<file path="config.mk">
export PLATFORM = sky130hd
export DESIGN_NAME = vbi_byte_slicer_framer
export DESIGN_NICKNAME = d
export VERILOG_FILES = /design/src/vbi_slicer_pkg.sv /design/src/vbi_byte_fifo.sv /design/src/vbi_byte_slicer_framer.sv
export SDC_FILE = /design/constraint.sdc
export NUM_CORES = 1
export LEC_CHECK = 0
export ABC_AREA = 1
export BUFFER_PORTS_ARGS = -buffer_cell sky130_fd_sc_hd__buf_2
export CAP_MARGIN = 20
export CORE_MARGIN = 1
export CORE_UTILIZATION = 63
export CTS_BUF_LIST = sky130_fd_sc_hd__clkbuf_8
export CTS_CLUSTER_DIAMETER = 30
export DETAILED_ROUTE_END_ITERATION = 6
export PLACE_DENSITY = 0.82
export SKIP_LAST_GASP = 1
export SLEW_MARGIN = 25
export SYNTH_ARGS = -nofsm -noshare
export SYNTH_HDL_FRONTEND = slang
export SYNTH_SLANG_ARGS = --single-unit
</file>
<file path="constraint.sdc">
create_clock -name i_clk -period 7.21 [get_ports i_clk]
set_clock_uncertainty 0.15 [all_clocks]
set_input_delay 0.3605 -clock i_clk [delete_from_list [all_inputs] [get_ports i_clk]]
set_output_delay 0.3605 -clock i_clk [all_outputs]
set_load 0.005 [all_outputs]
</file>
<file path="src/vbi_slicer_pkg.sv">
// constants, register map and carrier types of the vbi byte slicer
// assumes one 25 mhz sample clock shared by all users of the package
package vbi_slicer_pkg;

  // ==========================================================
  // register offsets
  localparam logic [7:0] off_corrected_byte_counter = 8'hb3;
  localparam logic [7:0] off_filter_coefficient_readback = 8'hb6;
  localparam logic [7:0] off_slicer_level_readback = 8'hb7;
  localparam logic [7:0] off_framing_mask_high = 8'hb8;
  localparam logic [7:0] off_framing_mask_mid = 8'hb9;
  localparam logic [7:0] off_framing_mask_low = 8'hba;
  localparam logic [7:0] off_framing_reference_high = 8'hbb;
  localparam logic [7:0] off_framing_reference_mid = 8'hbc;
  localparam logic [7:0] off_framing_reference_low = 8'hbd;
  localparam logic [7:0] off_adaption_control = 8'hc7;
  localparam logic [7:0] off_service_select = 8'hc9;
  localparam logic [7:0] off_bit_error_limits = 8'hce;
  localparam logic [7:0] off_line_output_control = 8'hcf;

  // ==========================================================
  // reset values
  localparam logic [7:0] rst_framing_mask = 8'h00;
  localparam logic [7:0] rst_framing_reference_high = 8'h27;
  localparam logic [7:0] rst_framing_reference_mid = 8'h55;
  localparam logic [7:0] rst_framing_reference_low = 8'h55;
  localparam logic [7:0] rst_adaption_control = 8'h30;
  localparam logic [7:0] rst_service_select = 8'h19;
  localparam logic [7:0] rst_bit_error_limits = 8'h15;
  localparam logic [7:0] rst_line_output_control = 8'h6b;

  // ==========================================================
  // field positions
  localparam int ac_adapt_bit = 4;
  localparam int flt_adapt_bit = 5;
  localparam int teletext_bit = 0;
  localparam int timing_525_bit = 1;
  localparam int full_field_bit = 2;
  localparam int line16_bit = 3;
  localparam int line23_bit = 4;
  localparam int line21_first_field_enable_bit = 5;
  localparam int line21_second_field_enable_bit = 6;
  localparam int quit_disable_bit = 7;
  localparam int fixed_64_byte_format_bit = 6;
  localparam int every_line_bit = 7;

  // ==========================================================
  // sizes and counts
  localparam int pattern_bits = 24;
  localparam logic [6:0] fixed_line_bytes = 7'h40;
  localparam logic [9:0] line_16 = 10'h010;
  localparam logic [9:0] line_21 = 10'h015;
  localparam logic [9:0] line_23 = 10'h017;
  localparam logic [7:0] counter_max = 8'hff;
  localparam int fifo_width = 9;
  localparam int fifo_depth = 16;

  // ==========================================================
  // carriers
  typedef struct packed {
    logic valid;
    logic data;
  } sliced_bit_t;

  typedef struct packed {
    logic start;
    logic second_field;
    logic blanking;
    logic [9:0] number;
  } line_info_t;

  typedef struct packed {
    logic first;
    logic [7:0] data;
  } line_byte_t;

endpackage : vbi_slicer_pkg

</file>
<file path="src/vbi_byte_fifo.sv">
// small first-in first-out buffer with valid and ready on both sides
// assumes the writer only pushes while o_in_ready is high
module vbi_byte_fifo #(
  parameter int width = 9,
  parameter int depth = 16
) (
  input wire logic i_clk,
  input wire logic i_rst,
  input wire logic i_ce,
  input wire logic i_in_valid,
  input wire logic [width-1:0] i_in_data,
  output logic o_in_ready,
  output logic o_out_valid,
  output logic [width-1:0] o_out_data,
  input wire logic i_out_ready
);

  localparam int aw = $clog2(depth);

  logic [width-1:0] mem [depth];
  logic [aw-1:0] wr_ptr;
  logic [aw-1:0] rd_ptr;
  logic [aw:0] fill;
  logic push;
  logic pop;

  assign push = i_in_valid && o_in_ready;
  assign pop = o_out_valid && i_out_ready;
  assign o_out_data = mem[rd_ptr];

  // ==========================================================
  // storage
  always_ff @(posedge i_clk) begin
    if (i_ce && push) begin
      mem[wr_ptr] <= i_in_data;
    end
  end

  // ==========================================================
  // pointers and flags, registered so ready and valid are clean
  always_ff @(posedge i_clk or posedge i_rst) begin
    if (i_rst) begin
      wr_ptr <= '0;
      rd_ptr <= '0;
      fill <= '0;
      o_in_ready <= 1'b1;
      o_out_valid <= 1'b0;
    end else if (i_ce) begin
      if (push) begin
        wr_ptr <= wr_ptr + 1'b1;
      end
      if (pop) begin
        rd_ptr <= rd_ptr + 1'b1;
      end
      unique case ({push, pop})
        2'b10: begin
          fill <= fill + 1'b1;
          o_in_ready <= (fill + 1'b1) != (aw+1)'(depth);
          o_out_valid <= 1'b1;
        end
        2'b01: begin
          fill <= fill - 1'b1;
          o_in_ready <= 1'b1;
          o_out_valid <= fill != (aw+1)'(1);
        end
        default: begin
        end
      endcase
    end
  end

endmodule : vbi_byte_fifo

</file>
<file path="src/vbi_byte_slicer_framer.sv">
// byte slicer and line framer of the vbi data slicer, with its registers
// assumes sliced bits and line info arrive synchronous to i_clk
module vbi_byte_slicer_framer (
  input wire logic i_clk,
  input wire logic i_rst,
  input wire logic i_ce,
  input wire logic i_reg_wr,
  input wire logic i_reg_rd,
  input wire logic [7:0] i_reg_addr,
  input wire logic [7:0] i_reg_wdata,
  output logic [7:0] o_reg_rdata,
  output logic o_reg_rvalid,
  input wire vbi_slicer_pkg::sliced_bit_t i_bit,
  output logic o_bit_ready,
  input wire vbi_slicer_pkg::line_info_t i_line,
  input wire logic i_soft_fix,
  input wire logic [7:0] i_slicer_level,
  input wire logic [7:0] i_filter_coeff,
  output logic o_ac_adapt_en,
  output logic o_flt_adapt_en,
  output logic o_timing_525,
  output logic o_quit_en,
  output vbi_slicer_pkg::line_byte_t o_byte,
  output logic o_byte_valid,
  input wire logic i_byte_ready
);

  typedef enum logic [1:0] {
    st_idle,
    st_hunt,
    st_data
  } line_state_t;

  // ==========================================================
  // register storage
  logic [7:0] mask_high;
  logic [7:0] mask_mid;
  logic [7:0] mask_low;
  logic [7:0] ref_high;
  logic [7:0] ref_mid;
  logic [7:0] ref_low;
  logic [7:0] adaption_control;
  logic [7:0] service_select;
  logic [7:0] bit_error_limits;
  logic [7:0] line_output_control;
  logic [7:0] corrected_byte_counter;
  logic [7:0] level_in_use;
  logic [7:0] coeff_in_use;

  always_ff @(posedge i_clk or posedge i_rst) begin
    if (i_rst) begin
      mask_high <= vbi_slicer_pkg::rst_framing_mask;
      mask_mid <= vbi_slicer_pkg::rst_framing_mask;
      mask_low <= vbi_slicer_pkg::rst_framing_mask;
      ref_high <= vbi_slicer_pkg::rst_framing_reference_high;
      ref_mid <= vbi_slicer_pkg::rst_framing_reference_mid;
      ref_low <= vbi_slicer_pkg::rst_framing_reference_low;
      adaption_control <= vbi_slicer_pkg::rst_adaption_control;
      service_select <= vbi_slicer_pkg::rst_service_select;
      bit_error_limits <= vbi_slicer_pkg::rst_bit_error_limits;
      line_output_control <= vbi_slicer_pkg::rst_line_output_control;
    end else if (i_ce && i_reg_wr) begin
      unique case (i_reg_addr)
        vbi_slicer_pkg::off_framing_mask_high: mask_high <= i_reg_wdata;
        vbi_slicer_pkg::off_framing_mask_mid: mask_mid <= i_reg_wdata;
        vbi_slicer_pkg::off_framing_mask_low: mask_low <= i_reg_wdata;
        vbi_slicer_pkg::off_framing_reference_high: ref_high <= i_reg_wdata;
        vbi_slicer_pkg::off_framing_reference_mid: ref_mid <= i_reg_wdata;
        vbi_slicer_pkg::off_framing_reference_low: ref_low <= i_reg_wdata;
        vbi_slicer_pkg::off_adaption_control: adaption_control <= i_reg_wdata;
        vbi_slicer_pkg::off_service_select: service_select <= i_reg_wdata;
        vbi_slicer_pkg::off_bit_error_limits: bit_error_limits <= i_reg_wdata;
        vbi_slicer_pkg::off_line_output_control: line_output_control <= i_reg_wdata;
        default: begin
        end
      endcase
    end
  end

  // ==========================================================
  // control outputs taken from the control bytes, quit enable as the inverse of its bit
  always_ff @(posedge i_clk or posedge i_rst) begin
    if (i_rst) begin
      o_ac_adapt_en <= 1'b0;
      o_flt_adapt_en <= 1'b0;
      o_timing_525 <= 1'b0;
      o_quit_en <= 1'b0;
    end else if (i_ce) begin
      o_ac_adapt_en <= adaption_control[vbi_slicer_pkg::ac_adapt_bit];
      o_flt_adapt_en <= adaption_control[vbi_slicer_pkg::flt_adapt_bit];
      o_timing_525 <= service_select[vbi_slicer_pkg::timing_525_bit];
      o_quit_en <= !service_select[vbi_slicer_pkg::quit_disable_bit];
    end
  end

  // ==========================================================
  // readback capture of the live slicer values
  always_ff @(posedge i_clk or posedge i_rst) begin
    if (i_rst) begin
      level_in_use <= 8'h00;
      coeff_in_use <= 8'h00;
    end else if (i_ce) begin
      level_in_use <= i_slicer_level;
      coeff_in_use <= i_filter_coeff;
    end
  end

  // ==========================================================
  // register read port, write-only and unmapped read as zero
  logic counter_read;

  assign counter_read = i_reg_rd && (i_reg_addr == vbi_slicer_pkg::off_corrected_byte_counter);

  always_ff @(posedge i_clk or posedge i_rst) begin
    if (i_rst) begin
      o_reg_rdata <= 8'h00;
      o_reg_rvalid <= 1'b0;
    end else if (i_ce) begin
      o_reg_rvalid <= i_reg_rd;
      if (i_reg_rd) begin
        unique case (i_reg_addr)
          vbi_slicer_pkg::off_corrected_byte_counter: o_reg_rdata <= corrected_byte_counter;
          vbi_slicer_pkg::off_filter_coefficient_readback: o_reg_rdata <= coeff_in_use;
          vbi_slicer_pkg::off_slicer_level_readback: o_reg_rdata <= level_in_use;
          default: o_reg_rdata <= 8'h00;
        endcase
      end
    end
  end

  // ==========================================================
  // corrected byte counter; a fix in the read cycle survives as one
  always_ff @(posedge i_clk or posedge i_rst) begin
    if (i_rst) begin
      corrected_byte_counter <= 8'h00;
    end else if (i_ce) begin
      if (counter_read) begin
        corrected_byte_counter <= {7'h00, i_soft_fix};
      end else if (i_soft_fix && corrected_byte_counter != vbi_slicer_pkg::counter_max) begin
        corrected_byte_counter <= corrected_byte_counter + 8'h01;
      end
    end
  end

  // ==========================================================
  // line acceptance
  logic line_wanted;
  logic every_line;
  logic [6:0] line_bytes;

  assign every_line = line_output_control[vbi_slicer_pkg::every_line_bit];
  // fixed format overrides the programmed count
  assign line_bytes = line_output_control[vbi_slicer_pkg::fixed_64_byte_format_bit] ?
                      vbi_slicer_pkg::fixed_line_bytes :
                      {1'b0, line_output_control[5:0]};

  always_comb begin
    line_wanted = 1'b0;
    if (service_select[vbi_slicer_pkg::teletext_bit] &&
        (service_select[vbi_slicer_pkg::full_field_bit] || i_line.blanking)) begin
      line_wanted = 1'b1;
    end
    if (service_select[vbi_slicer_pkg::line16_bit] && i_line.number == vbi_slicer_pkg::line_16) begin
      line_wanted = 1'b1;
    end
    if (service_select[vbi_slicer_pkg::line23_bit] && i_line.number == vbi_slicer_pkg::line_23) begin
      line_wanted = 1'b1;
    end
    if (i_line.number == vbi_slicer_pkg::line_21) begin
      if (!i_line.second_field &&
          service_select[vbi_slicer_pkg::line21_first_field_enable_bit]) begin
        line_wanted = 1'b1;
      end
      if (i_line.second_field &&
          service_select[vbi_slicer_pkg::line21_second_field_enable_bit]) begin
        line_wanted = 1'b1;
      end
    end
  end

  // ==========================================================
  // framing comparison over the last 24 received bits
  logic [23:0] window;
  logic [23:0] next_window;
  logic [23:0] mismatch;
  logic [4:0] bits_seen;
  logic framing_ok;
  logic take_bit;

  function automatic logic [3:0] ones(input logic [7:0] v);
    logic [3:0] n;
    n = 4'h0;
    for (int k = 0; k < 8; k++) begin
      n = n + {3'h0, v[k]};
    end
    return n;
  endfunction : ones

  assign take_bit = i_bit.valid && o_bit_ready;
  // newest bit enters at the top so the first one ends in the lsb
  assign next_window = {i_bit.data, window[23:1]};
  assign mismatch = (next_window ^ {ref_high, ref_mid, ref_low}) &
                    ~{mask_high, mask_mid, mask_low};
  assign framing_ok = (bits_seen >= 5'(vbi_slicer_pkg::pattern_bits - 1)) &&
                      (ones(mismatch[7:0]) <= {2'b00, bit_error_limits[1:0]}) &&
                      (ones(mismatch[15:8]) <= {2'b00, bit_error_limits[3:2]}) &&
                      (ones(mismatch[23:16]) <= {2'b00, bit_error_limits[5:4]});

  // ==========================================================
  // line sequencer
  line_state_t state;
  logic [6:0] bytes_left;
  logic [2:0] bit_pos;
  logic [7:0] assembly;
  logic first_pending;
  logic push_valid;
  vbi_slicer_pkg::line_byte_t push_byte;

  always_ff @(posedge i_clk or posedge i_rst) begin
    if (i_rst) begin
      state <= st_idle;
      window <= 24'h000000;
      bits_seen <= 5'h00;
      bytes_left <= 7'h00;
      bit_pos <= 3'h0;
      assembly <= 8'h00;
      first_pending <= 1'b0;
      push_valid <= 1'b0;
      push_byte <= '0;
    end else if (i_ce) begin
      push_valid <= 1'b0;
      if (i_line.start) begin
        window <= 24'h000000;
        bits_seen <= 5'h00;
        bit_pos <= 3'h0;
        bytes_left <= line_bytes;
        first_pending <= 1'b1;
        if (line_bytes == 7'h00) begin
          state <= st_idle;
        end else if (every_line) begin
          state <= st_data;
        end else if (line_wanted) begin
          state <= st_hunt;
        end else begin
          state <= st_idle;
        end
      end else if (take_bit) begin
        window <= next_window;
        unique case (state)
          st_idle: begin
          end
          st_hunt: begin
            if (bits_seen != 5'h1f) begin
              bits_seen <= bits_seen + 5'h01;
            end
            if (framing_ok) begin
              // framing code byte is the first counted byte
              push_valid <= 1'b1;
              push_byte <= '{first: 1'b1, data: next_window[23:16]};
              first_pending <= 1'b0;
              bytes_left <= bytes_left - 7'h01;
              state <= (bytes_left == 7'h01) ? st_idle : st_data;
            end
          end
          st_data: begin
            assembly <= {i_bit.data, assembly[7:1]};
            bit_pos <= bit_pos + 3'h1;
            if (bit_pos == 3'h7) begin
              push_valid <= 1'b1;
              push_byte <= '{first: first_pending, data: {i_bit.data, assembly[7:1]}};
              first_pending <= 1'b0;
              bytes_left <= bytes_left - 7'h01;
              if (bytes_left == 7'h01) begin
                state <= st_idle;
              end
            end
          end
        endcase
      end
    end
  end

  // ==========================================================
  // output buffer; its ready stalls the bit source
  logic fifo_in_ready;
  logic fifo_out_valid;
  logic [vbi_slicer_pkg::fifo_width-1:0] fifo_out_data;

  vbi_byte_fifo #(
    .width(vbi_slicer_pkg::fifo_width),
    .depth(vbi_slicer_pkg::fifo_depth)
  ) u_fifo (
    .i_clk(i_clk),
    .i_rst(i_rst),
    .i_ce(i_ce),
    .i_in_valid(push_valid),
    .i_in_data(push_byte),
    .o_in_ready(fifo_in_ready),
    .o_out_valid(fifo_out_valid),
    .o_out_data(fifo_out_data),
    .i_out_ready(i_byte_ready)
  );

  // ==========================================================
  // bit source handshake
  // ready is a flop, so it drops for two cycles around each push:
  // the fifo's own ready is only known once the push has landed,
  // a little throughput traded for a clean registered output
  logic next_push;

  assign next_push = take_bit && !i_line.start &&
                     ((state == st_hunt && framing_ok) ||
                      (state == st_data && bit_pos == 3'h7));

  always_ff @(posedge i_clk or posedge i_rst) begin
    if (i_rst) begin
      o_bit_ready <= 1'b1;
    end else if (i_ce) begin
      o_bit_ready <= fifo_in_ready && !push_valid && !next_push;
    end
  end

  assign o_byte_valid = fifo_out_valid;
  assign o_byte = vbi_slicer_pkg::line_byte_t'(fifo_out_data);

endmodule : vbi_byte_slicer_framer

</file>
==> impl_metrics.xml, run 1 <==
<?xml version="1.0" encoding="UTF-8"?>
<metrics>
  <group name="global_routing">
    <metric name="grt_pass1_vias" unit="">10900</metric>
    <metric name="grt_pass1_wl" unit="mm">54.7</metric>
    <metric name="grt_start_max_net_pins" unit="">116</metric>
    <metric name="gr-usage-all-layers" unit="%">29.4</metric>
    <metric name="grt_antenna_before_repair" unit="">0</metric>
    <metric name="overflow" unit="">0</metric>
  </group>
  <group name="finish">
    <metric name="postLayoutCellArea" unit="mm²">0.0171</metric>
    <metric name="n_antenna_cell" unit="">0</metric>
    <metric name="nets" unit="">1660</metric>
    <metric name="synthToLayoutAreaGrowth" unit="%">15.7</metric>
    <metric name="drive_above_1_share" unit="%">15.0</metric>
  </group>
  <group name="floorplan">
    <metric name="rows" unit="">55</metric>
    <metric name="core_area" unit="mm²">0.0228</metric>
    <metric name="initial_core_util" unit="%">64.8</metric>
    <metric name="io_pins" unit="">78</metric>
    <metric name="die_h" unit="µm">155</metric>
    <metric name="dieWidth" unit="µm">155</metric>
    <metric name="full_die_area" unit="mm²">0.0241</metric>
  </group>
  <group name="setup_path">
    <metric name="crit_path_start_kind" unit="">flip-flop</metric>
    <metric name="ff2ff_path_depth" unit="">20</metric>
    <metric name="crit_type" unit="">reg -&gt; reg</metric>
    <metric name="worstPathArrival" unit="ps">5320</metric>
    <metric name="timing.critical_path.cells" unit="">xnor2_1 -&gt; nor2_1 -&gt; fa_1 -&gt; fa_1 -&gt; fa_1 -&gt; ha_1 -&gt; fa_1 -&gt; ha_1 -&gt; nand2_1 -&gt; nand2_1 -&gt; nand2_1 -&gt; nand2_1 -&gt; nor2_1 -&gt; nand3_1 -&gt; nand2_1 -&gt; nand2_1 -&gt; nand2_1 -&gt; nand2_1 -&gt; nand2_1 -&gt; nand2_1</metric>
    <metric name="critPathMostFrequentCell" unit="">nand2_1</metric>
    <metric name="endpoint_kind" unit="">flip-flop</metric>
    <metric name="critical_path_peak_fanout" unit="">11</metric>
    <metric name="cp.required" unit="ps">7500</metric>
    <metric name="critical_path.max_stage_delay" unit="ps">530</metric>
    <metric name="crit_slowest_cell" unit="">dfstp_2</metric>
  </group>
  <group name="synth">
    <metric name="synth.avg_cell_area" unit="µm²">10.3</metric>
    <metric name="synth.yosys.warnings" unit="">0</metric>
    <metric name="post_synthesis_compound_gate_area_fraction" unit="%">11.1</metric>
    <metric name="netlist_instances" unit="">1440</metric>
    <metric name="portion_of_netlist_area_occupied_by_mux_cells" unit="%">2.89</metric>
    <metric name="synthArstFlopShare" unit="%">56.0</metric>
    <metric name="synth_top_flop_cell" unit="">dfrtp_1</metric>
    <metric name="syn-cell-area" unit="mm²">0.0148</metric>
    <metric name="synth_cell_type_count" unit="">42</metric>
    <metric name="seq_area_frac_synth" unit="%">60.4</metric>
    <metric name="synth_xor_xnor_area_share" unit="%">2.19</metric>
    <metric name="synth_fa_ha_area_share" unit="%">4.50</metric>
    <metric name="synth_enable_flop_cells" unit="">144</metric>
    <metric name="synth_simple_gate_area_share" unit="%">13.7</metric>
    <metric name="synthesis.nets" unit="">1540</metric>
    <metric name="synth_top_family_by_area" unit="">simple AND/OR/NAND/NOR gates</metric>
    <metric name="synth-seq-cells" unit="">327</metric>
  </group>
  <group name="worst_hold_path">
    <metric name="min-delay-path-class" unit="">in -&gt; reg</metric>
    <metric name="whs_path_depth" unit="">3</metric>
  </group>
  <group name="cts">
    <metric name="tritoncts.num_buffers" unit="">66</metric>
    <metric name="postCtsSetupBuffers" unit="">0</metric>
    <metric name="cts_htree_levels" unit="">3</metric>
    <metric name="clkLatencyLatePin" unit="ps">590</metric>
    <metric name="tritoncts" unit="">built</metric>
    <metric name="ctsRootBufferMaster" unit="">clkbuf_8</metric>
    <metric name="cts.reportedPaths.clkPinSlew" unit="ps">60</metric>
    <metric name="clockBufferDepth" unit="">3</metric>
    <metric name="clock_sink_count" unit="">327</metric>
  </group>
  <group name="detailed_routing">
    <metric name="drt.antenna.violating_nets" unit="">0</metric>
    <metric name="via_density_per_instance" unit="">5.67</metric>
    <metric name="routedWlPerCell" unit="µm">17.6</metric>
    <metric name="detail_route.wirelength" unit="mm">33.8</metric>
    <metric name="drt_iter0_markers" unit="">861</metric>
    <metric name="firstDrtPassIters" unit="">7</metric>
    <metric name="detailroute.via_count" unit="">10900</metric>
    <metric name="post-route-drc-count" unit="">0</metric>
  </group>
  <group name="run_status">
    <metric name="result_of_the_run" unit="">complete, no violations</metric>
  </group>
  <group name="power">
    <metric name="worst_ir_drop_vdd" unit="mV">0.234</metric>
    <metric name="power-per-cell-area" unit="mW/mm²">305</metric>
    <metric name="total_power" unit="µW">5210</metric>
    <metric name="leakage" unit="µW">0.00769</metric>
  </group>
  <group name="timing">
    <metric name="slew_violations" unit="">0</metric>
    <metric name="final_setup_vio_count" unit="">0</metric>
    <metric name="max_freq" unit="MHz">199</metric>
    <metric name="period_needed" unit="ps">5030</metric>
    <metric name="worst_tran_pin_value" unit="ps">1060</metric>
    <metric name="unrepaired_setup_endpoints_after_global_routing" unit="">false</metric>
    <metric name="slew-limit-headroom" unit="%">29.5</metric>
    <metric name="hold_viol" unit="">0</metric>
    <metric name="finalSetupTns" unit="ps">0</metric>
    <metric name="timing.final.crit_share" unit="%">69.7</metric>
  </group>
  <group name="placement">
    <metric name="gpl.final_weighted_congestion" unit="">0.886</metric>
    <metric name="portBuffers" unit="">77</metric>
    <metric name="detailed_place.area" unit="mm²">0.0154</metric>
    <metric name="hpwlAfterDp" unit="mm">21.0</metric>
  </group>
  <group name="job">
    <metric name="timing.max_cap.violations" unit="">0</metric>
  </group>
</metrics>
[synth_stat cells (all sizes together) (8+ instances only)]
cell type  instances  area (µm²)
nand2            325        1240
o21ai            174         875
dfrtp            156        3900
inv              149         559
edfxtp           144        4320
nor2              68         258
nand3             61         310
a21oi             57         285
clkbuf            39         146
mux2i             36         360
o211ai            36         270
ha                34         425
dfstp             27         709
o22ai             24         150
xnor2             23         201
xor2              14         123
buf               12        60.1
fa                12         240
nor3              11        60.1
nand4              8        50.1
[final cells by class]
type | instances | area (µm²)
flip-flops and latches | 327 | 8940
inverters | 152 | 579
fillers | 1490 | 5730
clock inverters | 46 | 469
repair buffers | 103 | 631
multi-input cells | 910 | 5090
clock buffers | 74 | 1020
well taps | 313 | 392
[sequential cells by signal (all words and copies together), names as in the netlist, 4 cells and up]
| signal | cells |
|---|---|
| service_select | 8 |
| ref_high | 8 |
| u_fifo.fill | 5 |
| level_in_use | 8 |
| ref_low | 8 |
| corrected_byte_counter | 8 |
| mask_high | 8 |
| mask_mid | 8 |
| bit_error_limits | 6 |
| o_reg_rdata | 8 |
| bits_seen | 5 |
| u_fifo.wr_ptr | 4 |
| coeff_in_use | 8 |
| bytes_left | 7 |
| window | 23 |
| u_fifo.mem | 144 |
| assembly | 7 |
| ref_mid | 8 |
| u_fifo.rd_ptr | 4 |
| push_byte | 9 |
| mask_low | 8 |
| line_output_control | 8 |
[metal layers]
metal / wire length [µm] / GRT usage, % / vias to the layer above
met5: 0 / 0 / -
met4: 1280 / 13.6 / 0
met3: 2530 / 6.71 / 98
met2: 15700 / 45.8 / 455
met1: 14300 / 39.6 / 5222
li1: - / - / 5132
[path summary, 6_finish.rpt]
kind                          startpoint  slack, ps             endpoint
setup / recovery              ref_mid[0]       2180        bytes_left[3]
min in group asynchronous          i_rst        390      coeff_in_use[0]
hold / removal             i_reg_addr[2]         20  adaption_control[4]
setup reg to reg              ref_mid[0]       2180        bytes_left[3]
hold reg to reg             o_reg_rvalid        320         o_reg_rvalid
max in group asynchronous          i_rst       5160        bytes_left[3]
[worst max-delay path: cells and delay by family (launching register included)]
family | cells | cell delay [ps]
DFF | 1 | 530
xor gates and xnor gates | 1 | 110
adders and majority gates | 6 | 2510
and+or+nand+nor | 13 | 1560
[placed cells by master (no fill, tap or decap), types with 2 or more instances in the layout]
cell type | Yosys | layout
nand2_1 | 321 | 321
o21ai_0 | 173 | 173
inv_1 | 148 | 159
dfrtp_1 | 156 | 154
edfxtp_1 | 144 | 144
buf_2 | 6 | 77
clkbuf_8 | 0 | 74
nor2_1 | 67 | 67
nand3_1 | 60 | 60
a21oi_1 | 57 | 57
mux2i_1 | 36 | 36
o211ai_1 | 36 | 36
ha_1 | 34 | 34
dfstp_2 | 27 | 27
o22ai_1 | 24 | 24
xnor2_1 | 23 | 23
dlygate4sd3_1 | 0 | 20
xor2_1 | 14 | 14
clkinv_2 | 0 | 13
fa_1 | 12 | 12
nor3_1 | 10 | 10
bufinv_16 | 0 | 9
nand4_1 | 8 | 8
mux2_2 | 6 | 6
buf_4 | 0 | 6
clkinv_1 | 3 | 5
inv_6 | 0 | 5
or2_2 | 4 | 4
a31oi_1 | 4 | 4
clkinvlp_4 | 0 | 4
nor4_1 | 3 | 3
nand2_2 | 2 | 2
nor4_2 | 2 | 2
a22oi_1 | 2 | 2
nand2_4 | 2 | 2
[metrics by stage]
step                      utilization (%)  hold slack (ps)  cells  setup WS [ps]
after detailed placement             67.5              307   1785           2230
after floorplan                         -              287   1440           1770
after CTS                            74.9             5.46   1925           2220
after global routing                 74.9             21.6   1925           1850
final                                74.9             23.7   1925           2180
after global placement               67.5              303   1785           2380
[where the power goes]
part / switching, µW / internal, µW / total (µW) / leakage [µW]
sequential: 155 / 2030 / 2180 / 0.00383
clock: 823 / 1280 / 2100 / 0.000802
combinational: 572 / 355 / 927 / 0.00306
[cell families (layout without fill, tap and decap cells)]
kind of cell               Yosys count  in the layout
and+or+nand+nor                    485            485
buffers and inverters              203            375
AOI/OAI and AO/OA                  300            300
DFF                                327            327
xor gates and xnor gates            37             37
muxes                               42             42
adders and majority gates           46             46
[repair_timing]
| item | in CTS | in global routing |
|---|---|---|
| gates resized for setup | 0 | 0 |
| endpoints found under the hold margin | 126 | 0 |
| hold buffers | 20 | 0 |
No activity file was read; power rests on OpenSTA's default activity.
==> run 2: changes to the inputs <==
--- a/config.mk
+++ b/config.mk
@@ -9,11 +9,11 @@
 export BUFFER_PORTS_ARGS = -buffer_cell sky130_fd_sc_hd__buf_2
 export CAP_MARGIN = 20
 export CORE_MARGIN = 1
-export CORE_UTILIZATION = 63
+export CORE_UTILIZATION = 57
 export CTS_BUF_LIST = sky130_fd_sc_hd__clkbuf_8
 export CTS_CLUSTER_DIAMETER = 30
 export DETAILED_ROUTE_END_ITERATION = 6
-export PLACE_DENSITY = 0.82
+export PLACE_DENSITY = 0.78
 export SKIP_LAST_GASP = 1
 export SLEW_MARGIN = 25
 export SYNTH_ARGS = -nofsm -noshare
==> constraint.sdc (replaced) <==
create_clock -name i_clk -period 4.35 [get_ports i_clk]
set_clock_uncertainty 0.15 [all_clocks]
set_input_delay 0.2175 -clock i_clk [delete_from_list [all_inputs] [get_ports i_clk]]
set_output_delay 0.2175 -clock i_clk [all_outputs]
set_load 0.005 [all_outputs]
==> run 2 against run 1 <==
  * The flow now finishes with violations (setup timing)
  * Critical path depth unchanged
  * Wire length up 2.5%
  * Flip-flop and latch count unchanged
  * Sequential share of layout area down 1.2 points
  * First-iteration DRC count up 2.0%
  * Utilization down 5.8 points
  * Non-clock buffer count up 44
  * Final area up 2.2%
  * Global-route usage down 2.7 points
  * Maximum frequency up 13%
  * Sequential power up 66%
  * Critical path type unchanged
==> impl_metrics.xml, run 2 (synthesized netlist as in run 1, its figures left out) <==
<?xml version="1.0" encoding="UTF-8"?>
<metrics>
  <group name="run_status">
    <metric name="result_of_the_run" unit="">finished with violations</metric>
    <metric name="violations" unit="">setup timing</metric>
  </group>
  <group name="setup_path">
    <metric name="endpoint_kind" unit="">flip-flop</metric>
    <metric name="worstReg2RegEnd" unit="">push_byte[1]</metric>
    <metric name="timing.critical_path.cells" unit="">a21oi_2 -&gt; o21ai_2 -&gt; fa_1 -&gt; fa_1 -&gt; inv_1 -&gt; fa_1 -&gt; ha_2 -&gt; fa_1 -&gt; ha_1 -&gt; nand2_1 -&gt; nand2_1 -&gt; nand2_1 -&gt; nand2_1 -&gt; nor2_1 -&gt; nand3_1 -&gt; nand2_1 -&gt; nand2_2 -&gt; buf_2 -&gt; o21ai_0 -&gt; nand2_1</metric>
    <metric name="cp.required" unit="ps">4660</metric>
    <metric name="ff2ff_path_depth" unit="">20</metric>
    <metric name="crit_slowest_cell" unit="">fa_1</metric>
    <metric name="critical_path_peak_fanout" unit="">5</metric>
    <metric name="critPathMostFrequentCell" unit="">nand2_1</metric>
    <metric name="crit_type" unit="">reg -&gt; reg</metric>
    <metric name="critical_path.startpoint" unit="">window[1]</metric>
    <metric name="r2r_slack" unit="ps">-100</metric>
    <metric name="worst_setup_path_endpoint" unit="">push_byte[1]</metric>
    <metric name="worst_r2r_startpoint" unit="">window[1]</metric>
    <metric name="critical_path.max_stage_delay" unit="ps">520</metric>
    <metric name="crit_path_start_kind" unit="">flip-flop</metric>
    <metric name="worstPathArrival" unit="ps">4760</metric>
  </group>
  <group name="timing">
    <metric name="max_freq" unit="MHz">225</metric>
    <metric name="worst_tran_pin_value" unit="ps">995</metric>
    <metric name="fin_ws" unit="ps">-103</metric>
    <metric name="unrepaired_setup_endpoints_after_global_routing" unit="">true</metric>
    <metric name="slew-limit-headroom" unit="%">33.4</metric>
    <metric name="final_setup_vio_count" unit="">19</metric>
    <metric name="period_needed" unit="ps">4450</metric>
    <metric name="hold_viol" unit="">0</metric>
    <metric name="slew_violations" unit="">0</metric>
    <metric name="timing.final.crit_share" unit="%">102</metric>
  </group>
  <group name="floorplan">
    <metric name="dieWidth" unit="µm">163</metric>
    <metric name="die_h" unit="µm">163</metric>
    <metric name="core_area" unit="mm²">0.0253</metric>
    <metric name="io_pins" unit="">78</metric>
    <metric name="rows" unit="">58</metric>
    <metric name="full_die_area" unit="mm²">0.0266</metric>
    <metric name="initial_core_util" unit="%">58.4</metric>
  </group>
  <group name="power">
    <metric name="total_power" unit="µW">8300</metric>
    <metric name="power-per-cell-area" unit="mW/mm²">474</metric>
    <metric name="worst_ir_drop_vdd" unit="mV">0.496</metric>
    <metric name="leakage" unit="µW">0.00779</metric>
  </group>
  <group name="detailed_routing">
    <metric name="firstDrtPassIters" unit="">6</metric>
    <metric name="via_density_per_instance" unit="">5.60</metric>
    <metric name="detailroute.via_count" unit="">11100</metric>
    <metric name="drt.antenna.violating_nets" unit="">0</metric>
    <metric name="post-route-drc-count" unit="">0</metric>
    <metric name="routedWlPerCell" unit="µm">17.5</metric>
    <metric name="detail_route.wirelength" unit="mm">34.6</metric>
    <metric name="drt_iter0_markers" unit="">878</metric>
  </group>
  <group name="finish">
    <metric name="n_antenna_cell" unit="">0</metric>
    <metric name="nets" unit="">1700</metric>
    <metric name="biggestRegsByFlops" unit="">u_fifo.mem x144, window x23, push_byte x9</metric>
    <metric name="synthToLayoutAreaGrowth" unit="%">18.2</metric>
    <metric name="commonest_non_fill_non_tap_cell_in_the_layout" unit="">nand2_1</metric>
    <metric name="largest_reg_flops" unit="">144</metric>
    <metric name="finalCoreUtilization" unit="%">69.1</metric>
    <metric name="instances_no_fill" unit="">1983</metric>
    <metric name="highest_count_cells_in_the_layout_ignoring_fill_and_taps" unit="">nand2_1, o21ai_0, inv_1</metric>
    <metric name="largest-register" unit="">u_fifo.mem</metric>
    <metric name="drive_above_1_share" unit="%">16.2</metric>
  </group>
  <group name="placement">
    <metric name="minimum_setup_slack_after_placement" unit="ps">-299</metric>
    <metric name="gpl.final_weighted_congestion" unit="">0.850</metric>
    <metric name="portBuffers" unit="">77</metric>
    <metric name="post-place-cells" unit="">1810</metric>
    <metric name="hpwlAfterDp" unit="mm">20.9</metric>
  </group>
  <group name="global_routing">
    <metric name="grt_antenna_before_repair" unit="">0</metric>
    <metric name="grt_start_max_net_pins" unit="">184</metric>
    <metric name="overflow" unit="">0</metric>
    <metric name="gr-usage-all-layers" unit="%">26.7</metric>
    <metric name="grt_pass1_vias" unit="">11200</metric>
    <metric name="grt_pass1_wl" unit="mm">55.3</metric>
  </group>
  <group name="worst_hold_path">
    <metric name="whs_path_depth" unit="">5</metric>
    <metric name="min-delay-path-class" unit="">in -&gt; reg</metric>
  </group>
  <group name="cts">
    <metric name="cts.reportedPaths.clkPinSlew" unit="ps">60</metric>
    <metric name="ctsRootBufferMaster" unit="">clkbuf_8</metric>
    <metric name="clkLatencyLatePin" unit="ps">620</metric>
    <metric name="tritoncts" unit="">built</metric>
    <metric name="clockBufferDepth" unit="">3</metric>
    <metric name="tritoncts.num_buffers" unit="">61</metric>
    <metric name="clock_sink_count" unit="">327</metric>
    <metric name="cts_htree_levels" unit="">2</metric>
  </group>
  <group name="job">
    <metric name="timing.max_cap.violations" unit="">0</metric>
  </group>
</metrics>
==> run 2: cell types whose count changed in the layout (fill, tap and decap cells not counted), moves of 9 or more <==
cell           before  now
nand2_1           321  309
clkinv_1            5   14
dlygate4sd3_1      20   48
nand2_2             2   11
buf_4               6   16
o21ai_0           173  163
clkbuf_8           74   65
==> run 2: metal layers <==
metal | GRT usage (%) | routed length, µm
met1 | 34.5 | 14200
met2 | 44.1 | 17000
met3 | 4.65 | 2270
met4 | 12.1 | 1150
met5 | 0 | 0
==> run 2: how the worst min path moves through the flow <==
stage	start	to	slack (ps)
2_1_floorplan	i_filter_coeff[0]	coeff_in_use[0]	180
3_3_place_gp	i_slicer_level[3]	level_in_use[3]	270
6_report	i_reg_wr	adaption_control[5]	40
3_5_place_dp	i_slicer_level[3]	level_in_use[3]	280
4_1_cts	i_reg_wr	adaption_control[5]	10
5_1_grt	i_reg_wr	adaption_control[5]	50
==> run 2: critical path, delay by kind of cell (launching register included) <==
kind | cells | cell delay (ps)
simple gates | 9 | 650
buf+inv | 2 | 230
flops | 1 | 420
compound gates | 3 | 440
fa+ha+maj | 6 | 2420
==> run 2: metrics by stage <==
stage	TNS [ps]	hold WS [ps]	cell area [µm²]
6_report	-1110	36.5	17500
5_1_grt	-4570	49.7	17500
4_1_cts	-2560	10.9	17400
3_5_place_dp	-4220	277	15500
3_3_place_gp	-1830	270	15500
2_1_floorplan	0	180	14800
==> run 2: what timing repair did <==
item	4_1_cts	5_1_grt
hold endpoints to repair	274	0
cloned	2	1
pin swaps	18	21
hold buffers	48	0
endpoints found under the setup margin	20	21
gates resized for setup	8	32
setup buffers	1	4
==> run 2: power by group <==
group	internal (µW)	switching (µW)	total (µW)
registers	3360	252	3610
logic	637	966	1600
clock network	1760	1320	3080
==> run 2: cell type report <==
cell class	instances	area [µm²]
Tap cell	330	413
Fill cell	1785	7820
Clock buffer	65	895
Clock inverter	51	417
Sequential cell	327	8940
Multi-Input combinational cell	911	5190
Inverter	152	574
Timing Repair Buffer	147	1070
==> run 3: changes to the inputs <==
--- a/config.mk
+++ b/config.mk
@@ -13,7 +13,7 @@
 export CTS_BUF_LIST = sky130_fd_sc_hd__clkbuf_8
 export CTS_CLUSTER_DIAMETER = 30
 export DETAILED_ROUTE_END_ITERATION = 6
-export PLACE_DENSITY = 0.78
+export PLACE_DENSITY = 0.9
 export SKIP_LAST_GASP = 1
 export SLEW_MARGIN = 25
 export SYNTH_ARGS = -nofsm -noshare
==> run 3 against run 2 <==
  * The run ends with DRC, setup timing left
  * Register-to-register slack lost 250 ps
  * Final area shrank 1.3%
  * Highest routed layer unchanged
  * Largest power group unchanged
  * First-iteration DRC count grew 62%
  * Count of clock-buffer cells in the layout grew 1
  * Sequential power grew 1%
  * Critical path type unchanged
  * Wire length grew 11%
  * Power shrank 1.1%
  * Global-route usage grew 2.9 points
==> impl_metrics.xml, run 3 (synthesized netlist as in run 1, its figures left out) <==
<?xml version="1.0" encoding="UTF-8"?>
<metrics>
  <group name="timing">
    <metric name="final_setup_vio_count" unit="">21</metric>
    <metric name="hold_viol" unit="">0</metric>
    <metric name="period_needed" unit="ps">4700</metric>
    <metric name="worst_tran_pin_value" unit="ps">982</metric>
    <metric name="unrepaired_setup_endpoints_after_global_routing" unit="">true</metric>
    <metric name="slew_violations" unit="">0</metric>
    <metric name="finalSetupTns" unit="ps">-6120</metric>
    <metric name="fin_ws" unit="ps">-352</metric>
    <metric name="slew-limit-headroom" unit="%">34.5</metric>
    <metric name="timing.final.crit_share" unit="%">108</metric>
    <metric name="max_freq" unit="MHz">213</metric>
  </group>
  <group name="cts">
    <metric name="cts.reportedPaths.clkPinSlew" unit="ps">70</metric>
    <metric name="clockBufferDepth" unit="">3</metric>
    <metric name="clock_sink_count" unit="">327</metric>
    <metric name="ctsRootBufferMaster" unit="">clkbuf_8</metric>
    <metric name="clkLatencyLatePin" unit="ps">600</metric>
    <metric name="tritoncts.num_buffers" unit="">56</metric>
    <metric name="tritoncts" unit="">built</metric>
    <metric name="cts_htree_levels" unit="">2</metric>
  </group>
  <group name="worst_hold_path">
    <metric name="hp-start" unit="">i_line[8]</metric>
    <metric name="whs_endpoint" unit="">state[0]</metric>
    <metric name="min-delay-path-class" unit="">in -&gt; reg</metric>
    <metric name="whs_path_depth" unit="">6</metric>
  </group>
  <group name="power">
    <metric name="power-per-cell-area" unit="mW/mm²">475</metric>
    <metric name="worst_ir_drop_vdd" unit="mV">0.374</metric>
    <metric name="total_power" unit="µW">8200</metric>
    <metric name="leakage" unit="µW">0.00770</metric>
  </group>
  <group name="placement">
    <metric name="post-place-cells" unit="">1808</metric>
    <metric name="portBuffers" unit="">77</metric>
    <metric name="hpwlAfterDp" unit="mm">22.0</metric>
    <metric name="minimum_setup_slack_after_placement" unit="ps">-294</metric>
    <metric name="detailed_place.area" unit="mm²">0.0155</metric>
    <metric name="gpl.final_weighted_congestion" unit="">0.853</metric>
  </group>
  <group name="global_routing">
    <metric name="grt_start_max_net_pins" unit="">124</metric>
    <metric name="grt_pass1_vias" unit="">12000</metric>
    <metric name="overflow" unit="">0</metric>
    <metric name="grt_pass1_wl" unit="mm">61.0</metric>
    <metric name="grt_antenna_before_repair" unit="">0</metric>
    <metric name="gr-usage-all-layers" unit="%">29.6</metric>
  </group>
  <group name="setup_path">
    <metric name="worstPathArrival" unit="ps">5030</metric>
    <metric name="worstReg2RegEnd" unit="">push_byte[1]</metric>
    <metric name="cp.required" unit="ps">4680</metric>
    <metric name="endpoint_kind" unit="">flip-flop</metric>
    <metric name="critical_path_peak_fanout" unit="">6</metric>
    <metric name="ff2ff_path_depth" unit="">21</metric>
    <metric name="crit_path_start_kind" unit="">flip-flop</metric>
    <metric name="worst_r2r_startpoint" unit="">ref_low[1]</metric>
    <metric name="r2r_slack" unit="ps">-350</metric>
    <metric name="crit_type" unit="">reg -&gt; reg</metric>
  </group>
  <group name="run_status">
    <metric name="violations" unit="">DRC, setup timing</metric>
    <metric name="result_of_the_run" unit="">finished with violations</metric>
  </group>
  <group name="detailed_routing">
    <metric name="drt_iter0_markers" unit="">1424</metric>
    <metric name="drt.antenna.violating_nets" unit="">0</metric>
    <metric name="post-route-drc-count" unit="">1</metric>
    <metric name="detailroute.via_count" unit="">11900</metric>
    <metric name="via_density_per_instance" unit="">6.06</metric>
    <metric name="detail_route.wirelength" unit="mm">38.5</metric>
    <metric name="firstDrtPassIters" unit="">7</metric>
    <metric name="routedWlPerCell" unit="µm">19.7</metric>
  </group>
  <group name="finish">
    <metric name="instances_no_fill" unit="">1959</metric>
    <metric name="drive_above_1_share" unit="%">15.5</metric>
    <metric name="highest_count_cells_in_the_layout_ignoring_fill_and_taps" unit="">nand2_1, o21ai_0, inv_1</metric>
    <metric name="synthToLayoutAreaGrowth" unit="%">16.7</metric>
    <metric name="nets" unit="">1688</metric>
    <metric name="n_antenna_cell" unit="">0</metric>
    <metric name="largest_reg_flops" unit="">144</metric>
    <metric name="commonest_non_fill_non_tap_cell_in_the_layout" unit="">nand2_1</metric>
    <metric name="largest-register" unit="">u_fifo.mem</metric>
    <metric name="postLayoutCellArea" unit="mm²">0.0173</metric>
    <metric name="biggestRegsByFlops" unit="">u_fifo.mem x144, window x23, push_byte x9</metric>
  </group>
  <group name="floorplan">
    <metric name="full_die_area" unit="mm²">0.0266</metric>
    <metric name="initial_core_util" unit="%">58.4</metric>
    <metric name="dieWidth" unit="µm">163</metric>
    <metric name="die_h" unit="µm">163</metric>
    <metric name="core_area" unit="mm²">0.0253</metric>
    <metric name="io_pins" unit="">78</metric>
    <metric name="rows" unit="">58</metric>
  </group>
  <group name="job">
    <metric name="timing.max_cap.violations" unit="">0</metric>
  </group>
</metrics>
## run 3: final cells by class
cell class / instances / area (µm²)
flip-flops and latches: 327 / 8940
fillers: 1603 / 8050
multi-input cells: 911 / 5170
repair buffers: 140 / 1000
clock buffers: 66 / 908
inverters: 152 / 576
well taps: 330 / 413
clock inverters: 33 / 277
## run 3: worst max-delay path by stage
stage,startpoint,to,slack (ps),cells past startpoint
floorplan,ref_low[0],first_pending,4,20
global placement,ref_low[0],push_byte[8],-130,20
detailed placement,window[1],push_byte[8],-290,21
CTS,window[2],push_byte[8],-200,21
global route,ref_low[1],push_byte[1],-450,21
finish,ref_low[1],push_byte[1],-350,21
## run 3: metrics by stage
step	hold WS, ps	util (%)
after detailed placement	186	61.2
final	46.4	68.2
after global routing	57.7	68.2
after global placement	178	61.2
after floorplan	180	-
after CTS	10.3	68.0
## run 3: repair_timing
action | CTS | global route
pin swaps | 19 | 9
hold buffers | 46 | 0
resized for setup | 22 | 13
setup endpoints to repair | 21 | 21
hold endpoints to repair | 126 | 0
gates cloned | 2 | 0
setup buffers | 1 | 3
## run 3: worst max-delay path, stage by stage, from the launching register on
cell	delay, ps
dfrtp_1	430
a21oi_2	220
o21ai_2	110
fa_1	560
fa_1	560
inv_2	40
fa_1	490
ha_2	190
fa_1	420
ha_1	300
nand2_1	70
nand2_1	50
nand2_1	80
nand2_1	60
nor2_1	80
nand3_1	110
nand2_2	110
nand2_4	80
buf_8	160
nor2_4	140
nand2_1	80
nand2_1	90
## run 3: per-layer routing
metal	global-route usage [%]	vias to the layer above	routed length [µm]
met3	5.54	219	3700
met1	35.9	5664	13900
li1	-	5176	-
met4	16.6	0	2160
met5	0	-	0
met2	49.7	812	18800
## run 3: power breakdown
part	switching (µW)	internal, µW	total, µW	leakage [µW]
sequential	303	3360	3660	0.00383
clock	1300	1630	2930	0.000659
combinational	987	628	1620	0.00322
total	2590	5610	8200	0.00770
